===== config.mk =====
export PLATFORM = sky130hd
export DESIGN_NAME = bms_sequencer
export DESIGN_NICKNAME = d
export VERILOG_FILES = /design/src/core/bms_pkg.sv /design/src/core/bms_sequencer.sv
export SDC_FILE = /design/constraint.sdc
export NUM_CORES = 1
export LEC_CHECK = 0
export CORE_ASPECT_RATIO = 0.9
export CORE_UTILIZATION = 63
export DETAILED_ROUTE_END_ITERATION = 8
export DONT_BUFFER_PORTS = 1
export PLACE_DENSITY = 0.8
export SYNTH_ARGS = -nofsm -noshare
export SYNTH_HDL_FRONTEND = slang
export SYNTH_SLANG_ARGS = --single-unit

===== constraint.sdc =====
create_clock -name ref_clk_i -period 2.39 [get_ports ref_clk_i]
set_clock_uncertainty 0.15 [all_clocks]
set_input_delay 0 -clock ref_clk_i [delete_from_list [all_inputs] [get_ports ref_clk_i]]
set_output_delay 0 -clock ref_clk_i [all_outputs]
set_load 0.03 [all_outputs]

===== src/core/bms_pkg.sv =====
package bms_pkg;

  // Clock rate and the timing figures in their own units
  localparam int CLK_PERIOD_PS         = 5000;
  localparam int BOOT_PULSE_DURATION_US = 1000;
  localparam int HIB_ENTRY_DELAY_NS    = 1000;
  localparam int WAKE_DEGLITCH_TIME_NS = 1000;
  localparam int BOOT_SEQ_CYC          = 64;

  // Cycle counts derived from the figures; least times round up
  localparam int BOOT_PULSE_CYC = (BOOT_PULSE_DURATION_US * 1000000 + CLK_PERIOD_PS - 1) / CLK_PERIOD_PS;
  localparam int HIB_DELAY_CYC  = (HIB_ENTRY_DELAY_NS * 1000) / CLK_PERIOD_PS;
  localparam int DEGLITCH_CYC   = (WAKE_DEGLITCH_TIME_NS * 1000 + CLK_PERIOD_PS - 1) / CLK_PERIOD_PS;
  localparam int CNT_W          = 18;
  localparam int DGL_W          = 8;

  // Read map offsets
  localparam logic [7:0] ADDR_STATUS   = 8'h00;
  localparam logic [7:0] ADDR_TEMP     = 8'h01;
  localparam logic [7:0] ADDR_MAG_FST  = 8'h02;
  localparam logic [7:0] ADDR_MAG_SND  = 8'h03;
  localparam logic [7:0] ADDR_AXIS_BEG = 8'h04;

  // Reset values
  localparam logic [7:0] STATUS_RST    = 8'h01;
  localparam logic [7:0] PTR_RST       = 8'h00;

  // Power mode sequencer states
  typedef enum logic [2:0] {
    BMS_OFF       = 3'b000,
    BMS_BOOT      = 3'b001,
    BMS_PULSE     = 3'b010,
    BMS_STANDBY   = 3'b011,
    BMS_ACTIVE    = 3'b100,
    BMS_HIB_WAIT  = 3'b101,
    BMS_HIBERNATE = 3'b110
  } bms_state_e;

  // Configuration bits that steer the read map
  typedef struct packed {
    logic fast_read;
    logic temp_burst_include;
    logic byte_order_select;
    logic magnitude_calc_enable;
  } bms_cfg_s;

  // Whole state of the sequencer
  typedef struct packed {
    bms_state_e       st;
    logic [CNT_W-1:0] cnt;
    logic             strap;
    logic             hib_pend;
    logic             cs_stable;
    logic [DGL_W-1:0] dgl;
    logic [7:0]       ptr;
    logic [7:0]       rdata;
    logic [7:0]       status;
    logic             boot_done;
  } bms_regs_s;

endpackage


===== src/core/bms_sequencer.sv =====
`timescale 1ns/10ps
// Contract
// - After supply is valid the block runs its boot sequence and then gives one boot-done pulse of the set duration.
// - With the boot strap low, every boot, from power-up or wake-up, ends in standby.
// - A hibernate-enable write takes the block into hibernate about 1 us after chip select is released.
// - A deglitched change of the chip-select wake pin takes the block out of hibernate into a new boot and pulse.
// - An active-bit write in standby takes the block into active mode.
// - Address 00h reads the event and status flags, which reset to 01h.
// - Address 01h reads the temperature byte, and bursts skip it when temperature inclusion is off.
// - Address 02h reads magnitude bits 7:0, or bits 11:4 when the byte order bit is set.
// - Bursts skip the magnitude bytes when the magnitude calculation is disabled.
module bms_sequencer
  import bms_pkg::*;
#(
  parameter int BOOT_PULSE = BOOT_PULSE_CYC
)(
  input  wire logic       ref_clk_i,           // System clock, 200 MHz
  input  wire logic       arst_n_i,            // Asynchronous reset, active low
  input  wire logic       supply_ok_i,         // Supply above minimum
  input  wire logic       boot_variant_strap_i,// Boot variant strap level
  input  wire logic       cs_n_i,              // Chip select and wake pin, active low
  input  wire logic       hib_wr_i,            // Host wrote hibernate enable as 1
  input  wire logic       active_wr_i,         // Host wrote active bit as 1
  input  wire bms_cfg_s   cfg_i,               // Read map configuration bits
  input  wire logic [6:0] event_flags_i,       // Event pulses for status bits 7:1
  input  wire logic [7:0] temp_value_i,        // Die temperature result
  input  wire logic [11:0] magnitude_i,        // Unsigned vector magnitude
  input  wire logic       rd_start_i,          // Start a read at rd_addr_i
  input  wire logic       rd_next_i,           // Advance to next burst byte
  input  wire logic [7:0] rd_addr_i,           // Start address of a read
  output logic [7:0]      rd_data_o,           // Byte at the pointer
  output logic [7:0]      rd_ptr_o,            // Current register pointer
  output logic            boot_done_o,         // Boot-done pulse
  output bms_state_e      mode_o               // Present power mode
);

  logic      rst_q1;
  logic      rst_q2;
  bms_regs_s r;
  bms_regs_s n;
  logic      boot_evt;
  logic      rd_clear;

  // Next burst address; skipped registers are stepped over here
  function automatic logic [7:0] next_addr(input logic [7:0] a, input bms_cfg_s c);
    logic [7:0] after_temp;
    after_temp = c.magnitude_calc_enable ? ADDR_MAG_FST : ADDR_AXIS_BEG;
    unique case (a)
      ADDR_STATUS:  next_addr = c.temp_burst_include ? ADDR_TEMP : after_temp;
      ADDR_TEMP:    next_addr = after_temp;
      // The second magnitude byte is skipped too when the calculation is off
      ADDR_MAG_FST: next_addr = (c.fast_read || !c.magnitude_calc_enable) ? ADDR_AXIS_BEG : ADDR_MAG_SND;
      default:      next_addr = a + 8'h01;
    endcase
  endfunction

  // Byte seen at an address; unmapped addresses read zero
  function automatic logic [7:0] read_byte(input logic [7:0] a, input bms_cfg_s c, input logic [7:0] st,
                                           input logic [7:0] t, input logic [11:0] m);
    unique case (a)
      ADDR_STATUS:  read_byte = st;
      ADDR_TEMP:    read_byte = t;
      ADDR_MAG_FST: read_byte = c.byte_order_select ? m[11:4] : m[7:0];
      ADDR_MAG_SND: read_byte = c.byte_order_select ? {4'h0, m[3:0]} : {4'h0, m[11:8]};
      default:      read_byte = 8'h00;
    endcase
  endfunction

  // Reset release through two flops, assertion stays asynchronous
  always_ff @(posedge ref_clk_i or negedge arst_n_i)
  begin
    if (!arst_n_i)
    begin
      rst_q1 <= 1'b0;
      rst_q2 <= 1'b0;
    end
    else
    begin
      rst_q1 <= 1'b1;
      rst_q2 <= rst_q1;
    end
  end

  // Next state of the whole block
  always_comb
  begin
    n        = r;
    boot_evt = 1'b0;
    unique case (r.st)
      BMS_OFF:
      begin
        if (supply_ok_i)
        begin
          n.st    = BMS_BOOT;
          n.cnt   = '0;
          n.strap = boot_variant_strap_i; // Strap caught on leaving reset or power-down
        end
      end
      BMS_BOOT:
      begin
        n.cnt = r.cnt + CNT_W'(1);
        if (r.cnt == CNT_W'(BOOT_SEQ_CYC - 1))
        begin
          n.st  = BMS_PULSE;
          n.cnt = '0;
        end
      end
      BMS_PULSE:
      begin
        n.cnt = r.cnt + CNT_W'(1);
        if (r.cnt == CNT_W'(BOOT_PULSE - 1))
        begin
          n.st     = r.strap ? BMS_HIBERNATE : BMS_STANDBY;
          n.cnt    = '0;
          boot_evt = 1'b1;
          n.cs_stable = cs_n_i;
          n.dgl    = '0;
        end
      end
      BMS_STANDBY, BMS_ACTIVE:
      begin
        if (hib_wr_i)
          n.hib_pend = 1'b1;
        if (r.st == BMS_STANDBY && active_wr_i && !hib_wr_i)
          n.st = BMS_ACTIVE;
        // Entry waits for chip select to rise, so the write itself completes
        if (r.hib_pend && cs_n_i)
        begin
          n.st       = BMS_HIB_WAIT;
          n.cnt      = '0;
          n.hib_pend = 1'b0;
        end
      end
      BMS_HIB_WAIT:
      begin
        n.cnt = r.cnt + CNT_W'(1);
        if (r.cnt == CNT_W'(HIB_DELAY_CYC - 1))
        begin
          n.st        = BMS_HIBERNATE;
          n.cnt       = '0;
          n.cs_stable = cs_n_i;
          n.dgl       = '0;
        end
      end
      BMS_HIBERNATE:
      begin
        // A short glitch restarts the filter instead of waking the block
        if (cs_n_i != r.cs_stable)
        begin
          n.dgl = r.dgl + DGL_W'(1);
          if (r.dgl == DGL_W'(DEGLITCH_CYC - 1))
          begin
            n.st  = BMS_BOOT;
            n.cnt = '0;
            n.dgl = '0;
          end
        end
        else
          n.dgl = '0;
      end
      default:
        n.st = BMS_OFF;
    endcase
    // Loss of supply wins over every mode
    if (!supply_ok_i)
    begin
      n.st       = BMS_OFF;
      n.hib_pend = 1'b0;
    end
    n.boot_done = (n.st == BMS_PULSE);
    // Register pointer and read data
    if (rd_start_i)
      n.ptr = rd_addr_i;
    else if (rd_next_i)
      n.ptr = next_addr(r.ptr, cfg_i);
    n.rdata  = read_byte(n.ptr, cfg_i, r.status, temp_value_i, magnitude_i);
    rd_clear = (rd_start_i || rd_next_i) && (n.ptr == ADDR_STATUS);
    // Flags clear on read; a new event in the same cycle still sets
    if (rd_clear)
      n.status = 8'h00;
    n.status = n.status | {event_flags_i, boot_evt};
  end

  // Single state register
  always_ff @(posedge ref_clk_i or negedge rst_q2)
  begin
    if (!rst_q2)
    begin
      r        <= '0;
      r.st     <= BMS_OFF;
      r.ptr    <= PTR_RST;
      r.status <= STATUS_RST;
    end
    else
      r <= n;
  end

  assign rd_data_o   = r.rdata;
  assign rd_ptr_o    = r.ptr;
  assign boot_done_o = r.boot_done;
  assign mode_o      = r.st;

  // Helper: length of the present boot-done pulse
  logic [CNT_W-1:0] pulse_len;
  always_ff @(posedge ref_clk_i or negedge rst_q2)
  begin
    if (!rst_q2)
      pulse_len <= '0;
    else
      pulse_len <= boot_done_o ? pulse_len + CNT_W'(1) : '0;
  end
endmodule


==> flow_metrics.env <==
export IMPL_hpwlAfterDp_um=6430
export IMPL_postSynthCellCount=431
export IMPL_cap_viol_max_count=0
export IMPL_hold_path_class="input port to register"
export IMPL_rows=26
export IMPL_min_period_ns=2.91
export IMPL_synth_edf_count=0
export IMPL_antenna_found_initial=0
export IMPL_setup_slack_ns=-0.519
export IMPL_nFillCells=273
export IMPL_syn_to_final_growth_pct=32.4
export IMPL_overflow=0
export IMPL_dieArea_mm2=0.00632
export IMPL_globalplace_congestion=0.919
export IMPL_cts_tree="done"
export IMPL_cp_cell_sequence="inv_1 > ha_1 > buf_4 > nor2b_1 > nor3_1 > nor3_2 > a211oi_4 > nand2_2 > buf_4 > a21oi_2"
export IMPL_ys_flop_type="dfrtp_1"
export IMPL_port_buffers=0
export IMPL_finalHoldViolCount=0
export IMPL_final_nets=565
export IMPL_switchingPower_uw=977
export IMPL_worst_r2r_path_depth=10
export IMPL_drtIter0Drc=442
export IMPL_start_util=0.660
export IMPL_setup_violations=20
export IMPL_ctsHtreeMaxLevel=3
export IMPL_finalCritPeriodShare=1.22
export IMPL_cts_clk_slew_worst_paths_ns=0.10
export IMPL_syn_avg_cell_area_um2=8.77
export IMPL_async_reset_ff_frac=1.00
export IMPL_dieWidth_um=83.7
export IMPL_ant_nets=0
export IMPL_clk_latency_ns=0.35
export IMPL_crit_path_end_kind="register"
export IMPL_final_area_mm2=0.00500
export IMPL_ys_warn_count=0
export IMPL_min_path_cells=4
export IMPL_netlist_area_mm2=0.00378
export IMPL_setup_worst_path_class="register to register"
export IMPL_rsz0062_at_grt="true"
export IMPL_timing_critical_path_max_delay_family="simple AND/OR/NAND/NOR gates"
export IMPL_irDropWorstVdd_mv=0.546
export IMPL_hold_slack_ns=0.0381
export IMPL_crit_slowest_cell="dfrtp_1"
export IMPL_wl_per_cell_um=24.0
export IMPL_status="finished, violations left"
export IMPL_ys_seq_area_frac=0.391
export IMPL_p_int_mw=1.90
export IMPL_via_per_inst=7.08
export IMPL_rr_endpoint="rd_data_o[4]"
export IMPL_p_clk_frac=0.319
export IMPL_clock_sinks=59
export IMPL_sw_frac_of_total=0.339
export IMPL_tns_ns=-5.43
export IMPL_max_slew_margin=0.566
export IMPL_rrSetupSlack_ns=-0.52
export IMPL_ys_types=61
export IMPL_p_comb_frac=0.288
export IMPL_top_level_ports=68
export IMPL_post_route_cells_drive_above_1_share=0.254
export IMPL_layout_common_cells="dfrtp_1 (55), buf_4 (53), dlygate4sd3_1 (49)"
export IMPL_cts_root_buffer="clkbuf_8"
export IMPL_cts_buffers=9
export IMPL_syn_nets=485
export IMPL_final_common_cell="dfrtp_1"
export IMPL_first_pass_iters=5
export IMPL_gr_usage_all_layers=0.370
export IMPL_synth_seq_cells=59
export IMPL_clock_path_buffers=2
export IMPL_worst_pin_slew_ns=0.651
export IMPL_grt_start_max_net_pins=37
export IMPL_n_antenna_cell=0
export IMPL_crit_top_cell="buf_4"
export IMPL_cp_arrival_ns=3.02
export IMPL_final_max_slew_violation_count=0
export IMPL_hold_end="rd_ptr_o[2]"
export IMPL_min_from="cfg_i[3]"
export IMPL_routed_wl_um=14100
export IMPL_dpl_cell_area_mm2=0.00405
export IMPL_start_kind="register"
export IMPL_seq_power_share=0.393
export IMPL_core_mm2=0.00573
export IMPL_grt_pass1_wl_um=17700
export IMPL_drc=0
export IMPL_violations="setup timing"
export IMPL_r2r_start="rd_ptr_o[0]"
export IMPL_leakage_nw=2.16
export IMPL_max_stage_delay_ns=0.43
export IMPL_cp_required_ns=2.50
export IMPL_grt_pass1_vias=3626
export IMPL_max_freq_ghz=0.344
export IMPL_vias=4147
export IMPL_die_height_um=75.5
export IMPL_crit_path_max_fanout=6
export IMPL_path_buf_inv=3
export IMPL_powerDensity_mw_per_mm2=576
[area by class of cell]
| type | instances | area, um2 | area share |
|---|---|---|---|
| clock inverter | 7 | 68.8 | 0.0138 |
| timing repair buffer | 108 | 982 | 0.196 |
| clock buffer | 9 | 124 | 0.0248 |
| multi-input combinational | 317 | 2200 | 0.439 |
| tap | 70 | 87.6 | 0.0175 |
| inverter | 16 | 65.1 | 0.0130 |
| sequential | 59 | 1480 | 0.296 |
[sequential cells by signal, indices dropped and copies added, names as in the netlist]
name         flops
rd_ptr_o         8
rst_q1           1
rst_q2           1
boot_done_o      1
r               37
mode_o           3
rd_data_o        8
[worst reg2reg max path: stages, from the launching register on]
cell,delay [ns]
dfrtp_1,0.43
inv_1,0.12
ha_1,0.26
buf_4,0.15
nor2b_1,0.15
nor3_1,0.35
nor3_2,0.12
a211oi_4,0.39
nand2_2,0.25
buf_4,0.22
a21oi_2,0.24
[layer usage]
| metal | up-vias | wire, um | global-route usage |
|---|---|---|---|
| met5 | - | 0 | 0 |
| met4 | 0 | 1110 | 0.183 |
| met3 | 115 | 1770 | 0.0997 |
| met2 | 387 | 6380 | 0.637 |
| met1 | 1933 | 4820 | 0.441 |
| li1 | 1712 | - | - |
[synth_stat cells, types with 3 or more instances]
cell type / number / area (um2)
inv_1: 15 / 56.3
xnor2_1: 9 / 78.8
buf_4: 19 / 143
clkbuf_1: 16 / 60.1
o311ai_0: 4 / 35.0
nor2_1: 30 / 113
a31oi_1: 6 / 37.5
nand2_1: 36 / 135
a21oi_1: 24 / 120
a21o_1: 16 / 120
a22o_1: 5 / 43.8
nor4_1: 5 / 31.3
and4_1: 3 / 26.3
a221oi_1: 7 / 61.3
a21boi_0: 3 / 22.5
xor2_1: 3 / 26.3
mux2i_1: 7 / 70.1
nand2b_1: 4 / 25.0
or4_1: 3 / 22.5
o31ai_1: 3 / 22.5
nor2b_1: 6 / 37.5
or2_2: 3 / 18.8
nor3_1: 17 / 85.1
nand4_1: 5 / 31.3
nand3_1: 30 / 150
dfrtp_1: 58 / 1450
ha_1: 6 / 75.1
mux2_2: 7 / 78.8
o21ai_0: 32 / 160
and3_1: 10 / 62.6
[repair_timing]
| action | in CTS | in global routing |
|---|---|---|
| endpoints found under the hold margin | 32 | 1 |
| hold buffers | 47 | 2 |
| pin swaps | 22 | 7 |
| gates resized for setup | 25 | 24 |
| setup buffers | 5 | 4 |
| setup endpoints to repair | 20 | 26 |
[worst max path at each step]
| stage | endpoint | start | cells after the start | slack (ns) |
|---|---|---|---|---|
| 2_1_floorplan | rd_data_o[3] | rd_ptr_o[7] | 8 | -0.28 |
| 4_1_cts | rd_data_o[2] | rd_ptr_o[7] | 7 | -0.18 |
| 5_1_grt | rd_data_o[3] | rd_ptr_o[7] | 8 | -0.61 |
| 6_report | rd_data_o[4] | rd_ptr_o[0] | 10 | -0.52 |
| 3_5_place_dp | rd_data_o[0] | rd_ptr_o[7] | 7 | -0.31 |
| 3_3_place_gp | rd_data_o[2] | rd_ptr_o[7] | 6 | -0.22 |
[power groups by stage]
stage	sequential [mW]	combinational [mW]	clock, mW
2_1_floorplan	1.14	0.387	0
3_3_place_gp	1.14	0.547	0
3_5_place_dp	1.14	0.564	0
4_1_cts	1.12	0.688	0.895
5_1_grt	1.14	0.865	0.962
6_report	1.13	0.830	0.920
[logic make-up after synthesis]
logic type                 synth area share
and+or+nand+nor                       0.232
AOI/OAI and AO/OA                     0.203
DFF                                   0.391
buffers and inverters                0.0764
muxes                                0.0493
xor gates and xnor gates             0.0278
adders and majority gates            0.0199
other                              0.000992
[stage by stage]
step            util  total power, mW  std cells  worst slack (ns)
6_report       0.874             2.88        586            -0.519
3_3_place_gp   0.707             1.68        512            -0.221
4_1_cts        0.850             2.70        580            -0.183
5_1_grt        0.874             2.97        586            -0.611
3_5_place_dp   0.707             1.70        512            -0.314
2_1_floorplan      -             1.53        431            -0.277
Power figures use the tool's default switching activity.
